### src/rtl/sac_pkg.sv
package sac_pkg;

  // converter geometry
  localparam int unsigned MAG_BITS    = 12;
  localparam int unsigned RES_BITS    = 13;
  localparam int unsigned BYTE_BITS   = 8;
  localparam int unsigned BUS_BITS    = 13;
  localparam int unsigned STEP_DIV    = 8;
  localparam int unsigned DIV_BITS    = 3;
  localparam int unsigned CNT_BITS    = 4;
  localparam int unsigned HI_EXT_BITS = 4;

  // test counter: sign step first, then one count per magnitude bit
  localparam logic [3:0] SIGN_STEP = 4'hD;
  localparam logic [3:0] LAST_STEP = 4'h1;
  localparam logic [3:0] CNT_IDLE  = 4'h0;

  // conversion_flag_word bit positions
  localparam int unsigned FLAG_ACTIVE = 6;
  localparam int unsigned FLAG_PTR    = 2;
  localparam int unsigned FLAG_EOC    = 1;
  localparam int unsigned FLAG_READY  = 0;

  // reset values
  localparam logic [11:0] DAC_ZERO   = 12'h000;
  localparam logic [12:0] LATCH_ZERO = 13'h0000;
  localparam logic [12:0] BUS_ZERO   = 13'h0000;
  localparam logic        SIGN_POS   = 1'b0;
  localparam logic        PTR_HIGH   = 1'b0;

  // host strobes, all active low
  typedef struct packed {
    logic cs_n;
    logic wr_n;
    logic rd_n;
    logic flag_sel_n;
  } sac_strobe_type;

  typedef struct packed {
    logic ready;
    logic eoc;
    logic ptr;
    logic active;
  } sac_flags_type;

  typedef enum logic [1:0] {
    ST_IDLE   = 2'b00,
    ST_CONV   = 2'b01,
    ST_UPDATE = 2'b11,
    ST_NOTIFY = 2'b10
  } sac_state_type;

endpackage

### src/rtl/sac_timing_gen.sv
`timescale 1ns/10ps
`default_nettype none

module sac_timing_gen (
  // clock and reset
  input  wire logic mclk,
  input  wire logic rst_n,
  // control
  input  wire logic run,
  input  wire logic restart,
  // timing outputs
  output var  logic step_clk,
  output var  logic step
);

  logic [sac_pkg::DIV_BITS-1:0] div_q;
  logic [sac_pkg::DIV_BITS-1:0] div_d;
  logic                         wrap;

  assign wrap  = (div_q == sac_pkg::DIV_BITS'(sac_pkg::STEP_DIV - 1));
  assign div_d = (run && !restart) ? div_q + 1'b1 : '0;

  always_ff @(posedge mclk or negedge rst_n) begin
    if (!rst_n) begin
      div_q    <= '0;
      step_clk <= 1'b0;
      step     <= 1'b0;
    end else begin
      div_q    <= div_d;
      step_clk <= div_q[sac_pkg::DIV_BITS-1];
      step     <= run && !restart && wrap;
    end
  end

endmodule

`default_nettype wire

### src/rtl/sac_sar_core.sv
`timescale 1ns/10ps
`default_nettype none

module sac_sar_core #(
  parameter int unsigned BITS = sac_pkg::MAG_BITS
) (
  // clock and reset
  input  wire logic            mclk,
  input  wire logic            rst_n,
  // sequencing
  input  wire logic            clr,
  input  wire logic            step,
  input  wire logic            cmp_in,
  // results
  output var  logic [BITS-1:0] trial,
  output var  logic            sign,
  output var  logic            done
);

  logic [sac_pkg::CNT_BITS-1:0] cnt_q;
  logic                         in_sign;
  logic                         in_bits;

  assign in_sign = step && (cnt_q == sac_pkg::SIGN_STEP);
  assign in_bits = step && (cnt_q != sac_pkg::SIGN_STEP) &&
                   (cnt_q != sac_pkg::CNT_IDLE);

  always_ff @(posedge mclk or negedge rst_n) begin
    if (!rst_n) begin
      cnt_q <= sac_pkg::CNT_IDLE;
      sign  <= sac_pkg::SIGN_POS;
      done  <= 1'b0;
    end else begin
      done <= in_bits && (cnt_q == sac_pkg::LAST_STEP);
      if (clr) begin
        cnt_q <= sac_pkg::SIGN_STEP;
        sign  <= sac_pkg::SIGN_POS;
      end else if (in_sign || in_bits) begin
        cnt_q <= cnt_q - 1'b1;
      end
      if (in_sign) begin
        sign <= cmp_in;
      end
    end
  end

  for (genvar i = 0; i < BITS; i++) begin : g_bit
    logic try_here;
    logic test_here;
    assign try_here  = (in_sign && i == BITS - 1) ||
                       (in_bits && cnt_q == sac_pkg::CNT_BITS'(i + 2));
    assign test_here = in_bits && cnt_q == sac_pkg::CNT_BITS'(i + 1);
    always_ff @(posedge mclk or negedge rst_n) begin
      if (!rst_n) begin
        trial[i] <= 1'b0;
      end else if (clr) begin
        trial[i] <= 1'b0;
      end else if (try_here) begin
        trial[i] <= 1'b1;
      end else if (test_here) begin
        trial[i] <= cmp_in;
      end
    end
  end

endmodule

`default_nettype wire

### src/rtl/sac_control.sv
`timescale 1ns/10ps
`default_nettype none

module sac_control #(
  parameter bit BYTE_MODE = 1'b0
) (
  // clock and reset
  input  wire logic                            mclk,
  input  wire logic                            rst_n,
  // host strobes
  input  wire sac_pkg::sac_strobe_type         strobe,
  // data bus, three-state as output and enable
  output var  logic [sac_pkg::BUS_BITS-1:0]    db_out,
  output var  logic                            db_oe,
  // host signalling
  output var  logic                            conversion_done_irq_n,
  output var  logic                            end_flag,
  output var  logic                            wait_release,
  // analog front end
  input  wire logic                            cmp_in,
  output var  logic [sac_pkg::MAG_BITS-1:0]    dac_code,
  output var  logic                            swap_inputs,
  output var  logic                            sar_step_clock
);

  ////////////////////////////////////////////////////////////////////////
  // strobe edges

  logic cs_low;
  logic wr_low;
  logic rd_low;
  logic wr_n_q;
  logic rd_n_q;
  logic wr_fall;
  logic rd_fall;
  logic start_w;
  logic flag_write;
  logic data_read;
  logic flag_read;
  logic read_active;

  // strobes are live levels checked against last clock's sample; an edge acts at the first clock that sees it low
  assign cs_low      = !strobe.cs_n;
  assign wr_low      = !strobe.wr_n;
  assign rd_low      = !strobe.rd_n;
  assign wr_fall     = wr_n_q && wr_low && cs_low;
  assign rd_fall     = rd_n_q && rd_low && cs_low;
  assign start_w     = wr_fall && strobe.flag_sel_n;
  assign flag_write  = wr_fall && !strobe.flag_sel_n;
  assign data_read   = rd_fall && strobe.flag_sel_n;
  assign flag_read   = rd_fall && !strobe.flag_sel_n;
  assign read_active = cs_low && rd_low;

  always_ff @(posedge mclk or negedge rst_n) begin
    if (!rst_n) begin
      wr_n_q <= 1'b1;
      rd_n_q <= 1'b1;
    end else begin
      wr_n_q <= strobe.wr_n;
      rd_n_q <= strobe.rd_n;
    end
  end

  ////////////////////////////////////////////////////////////////////////
  // sequencer

  sac_pkg::sac_state_type state_q;
  sac_pkg::sac_state_type state_d;
  logic                   conv_active;
  logic                   core_clr;
  logic                   step;
  logic                   core_done;
  logic                   step_clk;
  logic                   sign;
  logic [sac_pkg::MAG_BITS-1:0] trial;
  logic                   complete_ff_q;
  logic                   complete_ff_d;
  logic                   set_complete;

  assign conv_active = (state_q == sac_pkg::ST_CONV);
  assign core_clr    = start_w || flag_write ||
                       (state_q == sac_pkg::ST_UPDATE);

  always_comb begin
    state_d = state_q;
    case (state_q)
      sac_pkg::ST_IDLE: begin
        state_d = sac_pkg::ST_IDLE;
      end
      sac_pkg::ST_CONV: begin
        if (complete_ff_q) begin
          state_d = sac_pkg::ST_UPDATE;
        end
      end
      sac_pkg::ST_UPDATE: begin
        state_d = sac_pkg::ST_NOTIFY;
      end
      sac_pkg::ST_NOTIFY: begin
        state_d = sac_pkg::ST_IDLE;
      end
      default: begin
        state_d = sac_pkg::ST_IDLE;
      end
    endcase
    if (start_w) begin
      state_d = sac_pkg::ST_CONV;
    end
    if (flag_write) begin
      state_d = sac_pkg::ST_IDLE;
    end
  end

  assign set_complete  = core_done && conv_active;
  assign complete_ff_d = core_clr ? 1'b0 :
                         set_complete ? 1'b1 : complete_ff_q;

  always_ff @(posedge mclk or negedge rst_n) begin
    if (!rst_n) begin
      state_q       <= sac_pkg::ST_IDLE;
      complete_ff_q <= 1'b0;
    end else begin
      state_q       <= state_d;
      complete_ff_q <= complete_ff_d;
    end
  end

  sac_timing_gen u_timing (
    .mclk     (mclk),
    .rst_n    (rst_n),
    .run      (conv_active),
    .restart  (core_clr),
    .step_clk (step_clk),
    .step     (step)
  );

  sac_sar_core #(
    .BITS (sac_pkg::MAG_BITS)
  ) u_core (
    .mclk   (mclk),
    .rst_n  (rst_n),
    .clr    (core_clr),
    .step   (step),
    .cmp_in (cmp_in),
    .trial  (trial),
    .sign   (sign),
    .done   (core_done)
  );

  ////////////////////////////////////////////////////////////////////////
  // output latch and flags

  logic [sac_pkg::RES_BITS-1:0] mag_ext;
  logic [sac_pkg::RES_BITS-1:0] result_w;
  logic [sac_pkg::RES_BITS-1:0] latch_q;
  logic                         host_clr;
  logic                         in_update;
  logic                         in_notify;
  logic                         do_update;
  logic                         do_notify;
  logic                         ptr_q;
  logic                         ptr_d;
  logic                         ptr_home;
  logic                         ptr_flip;
  logic                         eoc_d;
  logic                         ready_q;
  logic                         ready_d;
  logic                         ready_clr;
  logic                         irq_n_d;
  logic                         irq_release;

  assign mag_ext   = {1'b0, trial};
  // magnitude plus sign folded to two's complement
  assign result_w  = sign ? sac_pkg::RES_BITS'(~mag_ext + 1'b1) : mag_ext;
  // start or status write cancels a pending update or notify
  assign host_clr  = start_w || flag_write;
  assign in_update = (state_q == sac_pkg::ST_UPDATE);
  assign in_notify = (state_q == sac_pkg::ST_NOTIFY);
  assign do_update = in_update && !host_clr;
  assign do_notify = in_notify && !host_clr;

  assign ptr_home = flag_write || do_update;
  assign ptr_flip = data_read && BYTE_MODE;
  assign ptr_d    = ptr_home ? sac_pkg::PTR_HIGH :
                    ptr_flip ? !ptr_q : ptr_q;

  assign eoc_d = do_notify ? 1'b1 :
                 host_clr ? 1'b0 : end_flag;

  assign ready_clr = host_clr || data_read || flag_read;
  assign ready_d   = do_notify ? 1'b1 :
                     ready_clr ? 1'b0 : ready_q;

  // falls at end, rises on read
  assign irq_release = host_clr || rd_fall;
  assign irq_n_d     = do_notify ? 1'b0 :
                       irq_release ? 1'b1 : conversion_done_irq_n;

  always_ff @(posedge mclk or negedge rst_n) begin
    if (!rst_n) begin
      latch_q               <= sac_pkg::LATCH_ZERO;
      ptr_q                 <= sac_pkg::PTR_HIGH;
      end_flag              <= 1'b0;
      ready_q               <= 1'b0;
      conversion_done_irq_n <= 1'b1;
    end else begin
      if (do_update) begin
        latch_q <= result_w;
      end
      ptr_q                 <= ptr_d;
      end_flag              <= eoc_d;
      ready_q               <= ready_d;
      conversion_done_irq_n <= irq_n_d;
    end
  end

  ////////////////////////////////////////////////////////////////////////
  // read path

  sac_pkg::sac_flags_type       flags;
  logic [sac_pkg::BYTE_BITS-1:0] flag_word;
  logic [sac_pkg::BYTE_BITS-1:0] hi_byte;
  logic [sac_pkg::BYTE_BITS-1:0] lo_byte;
  logic [sac_pkg::BYTE_BITS-1:0] sel_byte;
  logic [sac_pkg::BUS_BITS-1:0]  data_word;
  logic [sac_pkg::BUS_BITS-1:0]  byte_bus;
  logic [sac_pkg::BUS_BITS-1:0]  flag_bus;
  logic [sac_pkg::BUS_BITS-1:0]  bus_d;
  logic                          db_oe_d;
  logic                          wait_d;

  assign flags.active = conv_active;
  assign flags.ptr    = ptr_q;
  assign flags.eoc    = end_flag;
  assign flags.ready  = ready_q;

  // active on bit 6, eoc on bit 1
  always_comb begin
    flag_word                       = '0;
    flag_word[sac_pkg::FLAG_ACTIVE] = flags.active;
    flag_word[sac_pkg::FLAG_PTR]    = flags.ptr;
    flag_word[sac_pkg::FLAG_EOC]    = flags.eoc;
    flag_word[sac_pkg::FLAG_READY]  = flags.ready;
  end

  // sign extended high byte, then low
  assign hi_byte  = {{sac_pkg::HI_EXT_BITS{latch_q[sac_pkg::MAG_BITS]}},
                     latch_q[sac_pkg::MAG_BITS-1:sac_pkg::BYTE_BITS]};
  assign lo_byte  = latch_q[sac_pkg::BYTE_BITS-1:0];
  assign sel_byte = ptr_q ? lo_byte : hi_byte;

  // upper lines idle low in byte mode and for the flag word
  assign byte_bus  = {{(sac_pkg::BUS_BITS-sac_pkg::BYTE_BITS){1'b0}},
                      sel_byte};
  assign flag_bus  = {{(sac_pkg::BUS_BITS-sac_pkg::BYTE_BITS){1'b0}},
                      flag_word};

  assign data_word = BYTE_MODE ? byte_bus : latch_q;

  assign bus_d = !rd_fall ? db_out :
                 strobe.flag_sel_n ? data_word : flag_bus;

  // drive follows chip select and read strobe
  assign db_oe_d = read_active;
  assign wait_d  = !rd_fall;

  always_ff @(posedge mclk or negedge rst_n) begin
    if (!rst_n) begin
      db_out       <= sac_pkg::BUS_ZERO;
      db_oe        <= 1'b0;
      wait_release <= 1'b1;
    end else begin
      db_out       <= bus_d;
      db_oe        <= db_oe_d;
      wait_release <= wait_d;
    end
  end

  ////////////////////////////////////////////////////////////////////////
  // analog front end

  logic [sac_pkg::MAG_BITS-1:0] dac_d;
  logic                         swap_d;

  assign dac_d  = core_clr ? sac_pkg::DAC_ZERO : trial;
  assign swap_d = core_clr ? sac_pkg::SIGN_POS : sign;

  always_ff @(posedge mclk or negedge rst_n) begin
    if (!rst_n) begin
      dac_code       <= sac_pkg::DAC_ZERO;
      swap_inputs    <= sac_pkg::SIGN_POS;
      sar_step_clock <= 1'b0;
    end else begin
      dac_code       <= dac_d;
      swap_inputs    <= swap_d;
      sar_step_clock <= step_clk;
    end
  end

endmodule

`default_nettype wire

### config.mk
export PLATFORM = sky130hd
export DESIGN_NAME = sac_control
export DESIGN_NICKNAME = d
export VERILOG_FILES = /design/src/rtl/sac_pkg.sv /design/src/rtl/sac_timing_gen.sv /design/src/rtl/sac_sar_core.sv /design/src/rtl/sac_control.sv
export SDC_FILE = /design/constraint.sdc
export NUM_CORES = 1
export LEC_CHECK = 0
export ABC_AREA = 1
export BUFFER_PORTS_ARGS = -buffer_cell sky130_fd_sc_hd__buf_2
export CAP_MARGIN = 40
export CELL_PAD_IN_SITES_DETAIL_PLACEMENT = 1
export CELL_PAD_IN_SITES_GLOBAL_PLACEMENT = 2
export CORE_UTILIZATION = 31
export CTS_CLUSTER_DIAMETER = 80
export DETAILED_ROUTE_END_ITERATION = 8
export GPL_ROUTABILITY_DRIVEN = 0
export MAX_ROUTING_LAYER = met4
export PLACE_DENSITY_LB_ADDON = 0.08
export SYNTH_ARGS = -nofsm -noshare
export SYNTH_HDL_FRONTEND = slang
export SYNTH_SLANG_ARGS = --single-unit
### constraint.sdc
create_clock -name mclk -period 1.42 [get_ports mclk]
set_input_delay 0.284 -clock mclk [delete_from_list [all_inputs] [get_ports mclk]]
set_output_delay 0.284 -clock mclk [all_outputs]
set_load 0.02 [all_outputs]
== After elaboration in Yosys (flattened, before gate mapping) ==
Index checks and enable logic that the tools add are counted.

* Flip-flop bits (word level): 73
* Latch bits: 0
* Bits in writable memories: 0
* ROM bits: 0
* Logic and storage cells: 175
* Memories: 0

* $add $sub $neg: 3
* $mul: 0
* Divide/modulo/power cells: 0
* $lt $le $gt $ge: 0
* Equal/unequal tests: 19
* Shifts and indexed selects: 0
* Multiplexer cells: 56
* Bitwise logic cells: 1
* Reduce and logical (&&, ||, !) cells: 64

{| class="wikitable"
|+ Operators with widths
! operator !! number
|-
| two-way mux 1 bit || 46
|-
| nonzero test 3 bit || 12
|-
| logical AND 1 bit || 30
|-
| two-way mux 13 bit || 2
|-
| equality test 4 bit (second input constant) || 6
|-
| equality test 4 x 3 -> 1 bit (second input constant) || 4
|-
| adder 13 x 1 -> 13 bit (second input constant) || 1
|-
| NOT 12 -> 13 bit || 1
|-
| two-way mux 12 bit || 1
|-
| nonzero test 2 bit || 5
|-
| equality test 4 x 2 -> 1 bit (second input constant) || 2
|-
| two-way mux 4 bit || 2
|-
| zero test 1 bit || 7
|-
| logical OR 1 bit || 7
|-
| two-way mux 2 bit || 3
|-
| case mux 2 bit (3 select lines) || 1
|-
| equality test 2 bit (second input constant) || 2
|-
| equality test 4 x 1 -> 1 bit (second input constant) || 1
|-
| != test 4 x 3 -> 1 bit (second input constant) || 1
|-
| != test 4 bit (second input constant) || 1
|-
| nonzero test 4 bit || 1
|-
| subtractor 4 x 1 -> 4 bit (second input constant) || 1
|-
| adder 3 x 1 -> 3 bit (second input constant) || 1
|-
| equality test 3 bit (second input constant) || 1
|-
| other kinds (4) || 4
|}

== Logic depth before layout (Yosys ltp) ==
* Depth in word-level cells: 9
* Mapped depth: 10
* Depth with buffers taken out: 9

== Hierarchy ==
From an unflattened synthesis, not the netlist that was laid out.

* Cell total of the unflattened synthesis: 387
* Area total of the unflattened synthesis: 3435.8 µm²

{| class="wikitable"
|+ By module, submodules not included
! module !! times used !! cells each !! area an instance (µm²)
|-
| sac_control || 1 || 225 || 2090.8
|-
| sac_sar_core || 1 || 146 || 1158.6
|-
| sac_timing_gen || 1 || 16 || 186.4
|}

== Least setup slack after synthesis ==
No wires, ideal clock.

* Path type: register to register
* Start point: reg u_core.cnt_q[1] (netlist name)
* End point: reg u_core.trial[0]
* Setup time: 0.113 ns
* Data arrival time: 1.284 ns
* Data required time: 1.307 ns
* Path slack: 0.023 ns
* Cell stages (with the launch flop): 11
* Buffers on the path: 1
* Cell sequence: dfrtp_1 > inv_1 > ha_1 > inv_1 > nor2_4 > nor2_8 > buf_6 > nand2_2 > o211ai_2 > nand2_1 > inv_1

* Word-level cells in the longest chain between the ends: 6
* Elaborated cells on any way between the ends: 11
* Classes of those cells: 3 x eq/ne; 2 x mux; 6 x reduce/logical

{| class="wikitable"
|+ RTL lines
! item !! RTL line !! RTL
|-
| start, declared || sac_sar_core.sv:20 || <nowiki>logic [sac_pkg::CNT_BITS-1:0] cnt_q;</nowiki>
|-
| start signal, assigned || sac_sar_core.sv:30 || <nowiki>cnt_q <= sac_pkg::CNT_IDLE;</nowiki>
|-
| start signal, assigned || sac_sar_core.sv:36 || <nowiki>cnt_q <= sac_pkg::SIGN_STEP;</nowiki>
|-
| start signal, assigned || sac_sar_core.sv:39 || <nowiki>cnt_q <= cnt_q - 1'b1;</nowiki>
|-
| != test 4 bit || sac_sar_core.sv:25 || <nowiki>assign in_bits = step && (cnt_q != sac_pkg::SIGN_STEP) &&</nowiki>
|-
| logical AND 1 bit (2 in series) || sac_sar_core.sv:25 ||
|-
| logical AND 1 bit || sac_sar_core.sv:51 || <nowiki>(in_bits && cnt_q == sac_pkg::CNT_BITS'(i + 2));</nowiki>
|-
| two-way mux 1 bit || sac_sar_core.sv:58 || <nowiki>end else if (try_here) begin</nowiki>
|-
| two-way mux 1 bit || sac_sar_core.sv:56 || <nowiki>end else if (clr) begin</nowiki>
|-
| end signal, assigned by index || sac_sar_core.sv:61 || <nowiki>trial[i] <= cmp_in;</nowiki>
|-
| end, declared || sac_sar_core.sv:15 || <nowiki>output var logic [BITS-1:0] trial,</nowiki>
|}

Several ways; a longest one is shown, not always the timed one.
A chain may end at the register's enable or synchronous reset.

== Worst setup path after layout ==
* Start point: reg u_core.cnt_q[0] (netlist name)
* End point: reg u_core.trial[0]

The elaborated chain is that of the path after synthesis.

==> impl_metrics.tcl <==
set metrics [dict create \
    status "finished, violations left" \
    failed_checks "negative setup slack" \
    grt_max_degree 35 \
    p_clk_frac 0.426 \
    ir_drop_mv 0.451 \
    synth_area_sq_mm 0.00333 \
    rows 37 \
    rsz0062_at_grt "true" \
    drtIter0Drc 66 \
    internal-power_uw 3870 \
    clock_sinks 73 \
    cp.required_ns 1.66 \
    yosysUniqueCellTypes 24 \
    p_comb_frac 0.139 \
    place_inst 588 \
    rr_worst_depth 10 \
    grt_pass1_wl_um 14300 \
    vias 2773 \
    drive_gt1_frac 0.262 \
    setup_slack_ns -0.0372 \
    clk_pin_slew_ns 0.08 \
    hp-class "primary input to flip-flop" \
    cap_viol_max_count 0 \
    grt_usage 0.169 \
    cts_buffers 9 \
    clockBufferDepth 2 \
    port_buffers 37 \
    fmax_mhz 686 \
    root_buffer "clkbuf_8" \
    hold_depth 1 \
    power_density_mw_per_mm2 1200 \
    synth_area_leaders "dfrtp_1 52%, nand2_1 14%, nor2_1 5.2%, nand3_1 4.7%, inv_1 4.5%" \
    dp_hpwl_um 6320 \
    slew_violations 0 \
    num_io_pins 38 \
    ys.flop_type "dfrtp_1" \
    cp.arrival_ns 1.70 \
    relSlewSlack 0.771 \
    antennaDiodeCount 0 \
    first_pass_iters 4 \
    die_h_um 106 \
    ant_nets 0 \
    final_area_sq_mm 0.00430 \
    htreeDepth 3 \
    post-route-period-util 1.03 \
    fin_crit_ns 1.46 \
    fin_nets 486 \
    initial_core_util 0.321 \
    cp-end-kind "flip-flop" \
    skew_ns 0.00871 \
    overflow 0 \
    ys_ff_latch 73 \
    worstSkewPairLatency_ns 0.34 \
    syn_avg_cell_area_sq_um 8.38 \
    synth.top_cells.by_count "123 x nand2_1, 69 x dfrtp_1, 46 x nor2_1, 40 x inv_1, 31 x nand3_1" \
    tns_ns -0.0983 \
    crit_type "flip-flop to flip-flop" \
    post-place-ws_ns -0.102 \
    grt_pass1_vias 2925 \
    syn2layout_area_growth_pct 29.4 \
    seqPwrFrac 0.435 \
    synth_seq_area_share 0.551 \
    synth.most_common_cell "nand2_1" \
    synth_edf_count 0 \
    core_area_sq_mm 0.0104 \
    synth_top_area_frac 0.519 \
    synthArstFlopShare 1.00 \
    die_w_um 106 \
    switchingPower_uw 1280 \
    tritoncts "built" \
    worst_pin_slew_ns 0.344 \
    synthCells 397 \
    synth_top_area_cell "dfrtp_1" \
    holdWs_ns 0.0412 \
    avgRoutedWirePerCell_um 13.4 \
    leakage_uw 0.00232 \
    drc 0 \
    via_per_inst 4.52 \
    worstSetupStartpointType "flip-flop" \
    yosys_warnings 0 \
    antenna_found_initial 0 \
    critPathMaxFanout 7 \
    swShare 0.249 \
    wl_um 8230 \
    dieArea_sq_mm 0.0111 \
    syn_nets 411 \
    hold_viol 0 \
    setup_viol 7 \
    layoutNonFillerInstCount 613 \
    dpl-instance-area_sq_mm 0.00387 \
]
-- flip-flops by register name, indices dropped and copies added, names as in the netlist --
register	cells
db_out	13
state_q	2
u_core.done	1
ready_q	1
swap_inputs	1
sar_step_clock	1
wr_n_q	1
complete_ff_q	1
wait_release	1
u_core.trial	12
dac_code	12
db_oe	1
conversion_done_irq_n	1
u_core.sign	1
data_word	13
u_timing.div_q	3
end_flag	1
rd_n_q	1
u_timing.step	1
u_core.cnt_q	4
u_timing.step_clk	1
-- placed cells by master (no fill, tap or decap), drive strengths merged --
cell type,netlist,layout
a21oi,9,9
a31oi,3,3
inv,42,42
o211ai,1,1
clkinv,0,1
ha,7,7
nand2,128,128
dfstp,4,4
nand4,10,10
dfrtp,69,69
dlygate4sd3,0,1
nor2,50,51
a211oi,1,1
nand3,31,31
clkbuf,3,11
o21ai,27,27
xor2,4,4
bufinv,0,4
buf,8,73
-- path summary, 6_finish.rpt --
path,from,to,slack [ns]
setup / recovery,u_core.cnt_q[0],u_core.trial[0],-0.04
hold / removal,strobe[2],wr_n_q,0.04
setup reg to reg,u_core.cnt_q[0],u_core.trial[0],-0.04
hold reg to reg,u_timing.step_clk,sar_step_clock,0.35
max in group asynchronous,rst_n,wait_release,0.48
min in group asynchronous,rst_n,dac_code[2],0.39
-- power groups by stage --
stage	registers [uW]	logic, uW	clock network, uW
after floorplan	2330	302	0
after global placement	2270	597	0
after detailed placement	2280	612	0
after CTS	2240	666	2280
after global routing	2260	809	2350
final	2240	715	2200
-- layer usage --
metal,GRT usage,part of all wire,up-vias
met1,0.209,0.47,1323
met4,0.0714,0.014,0
li1,-,-,1406
met2,0.280,0.49,34
met3,0.0223,0.025,10
met5,-,0,-
-- cell families after synthesis --
logic type | Yosys count | synth area share
xor gates and xnor gates | 4 | 0.0105
DFF | 73 | 0.551
and+or+nand+nor | 219 | 0.282
adders and majority gates | 7 | 0.0263
AOI/OAI and AO/OA | 41 | 0.0658
buffers and inverters | 53 | 0.0647
-- worst max-delay path: stages, from the launching register on --
cell,delay [ns]
dfrtp_2,0.44
inv_2,0.10
ha_4,0.15
nand2_2,0.06
nand2_4,0.15
nor2_8,0.07
buf_4,0.14
nand2_2,0.07
o211ai_2,0.07
nand2_1,0.06
inv_1,0.04
-- repair_timing --
action	CTS	global route
setup buffers	4	3
hold buffers	1	0
pin swaps	3	5
setup endpoints to repair	13	27
cloned	1	0
endpoints found under the hold margin	18	0
resized for setup	13	16
-- layout make-up --
class                   instances  area (sq um)
flip-flops and latches         73          1830
clock buffers                  11           151
inverters                      42           163
clock inverters                 5           125
repair buffers                 74           497
multi-input cells             272          1360
fillers                      1272          6070
well taps                     136           170
-- stage by stage --
| step | utilization | power, uW |
|---|---|---|
| finish | 0.415 | 5160 |
| global route | 0.415 | 5420 |
| CTS | 0.408 | 5190 |
| detailed placement | 0.373 | 2890 |
| global placement | 0.373 | 2870 |
| floorplan | - | 2630 |
Note: power is estimated with default switching activity, not from simulation.
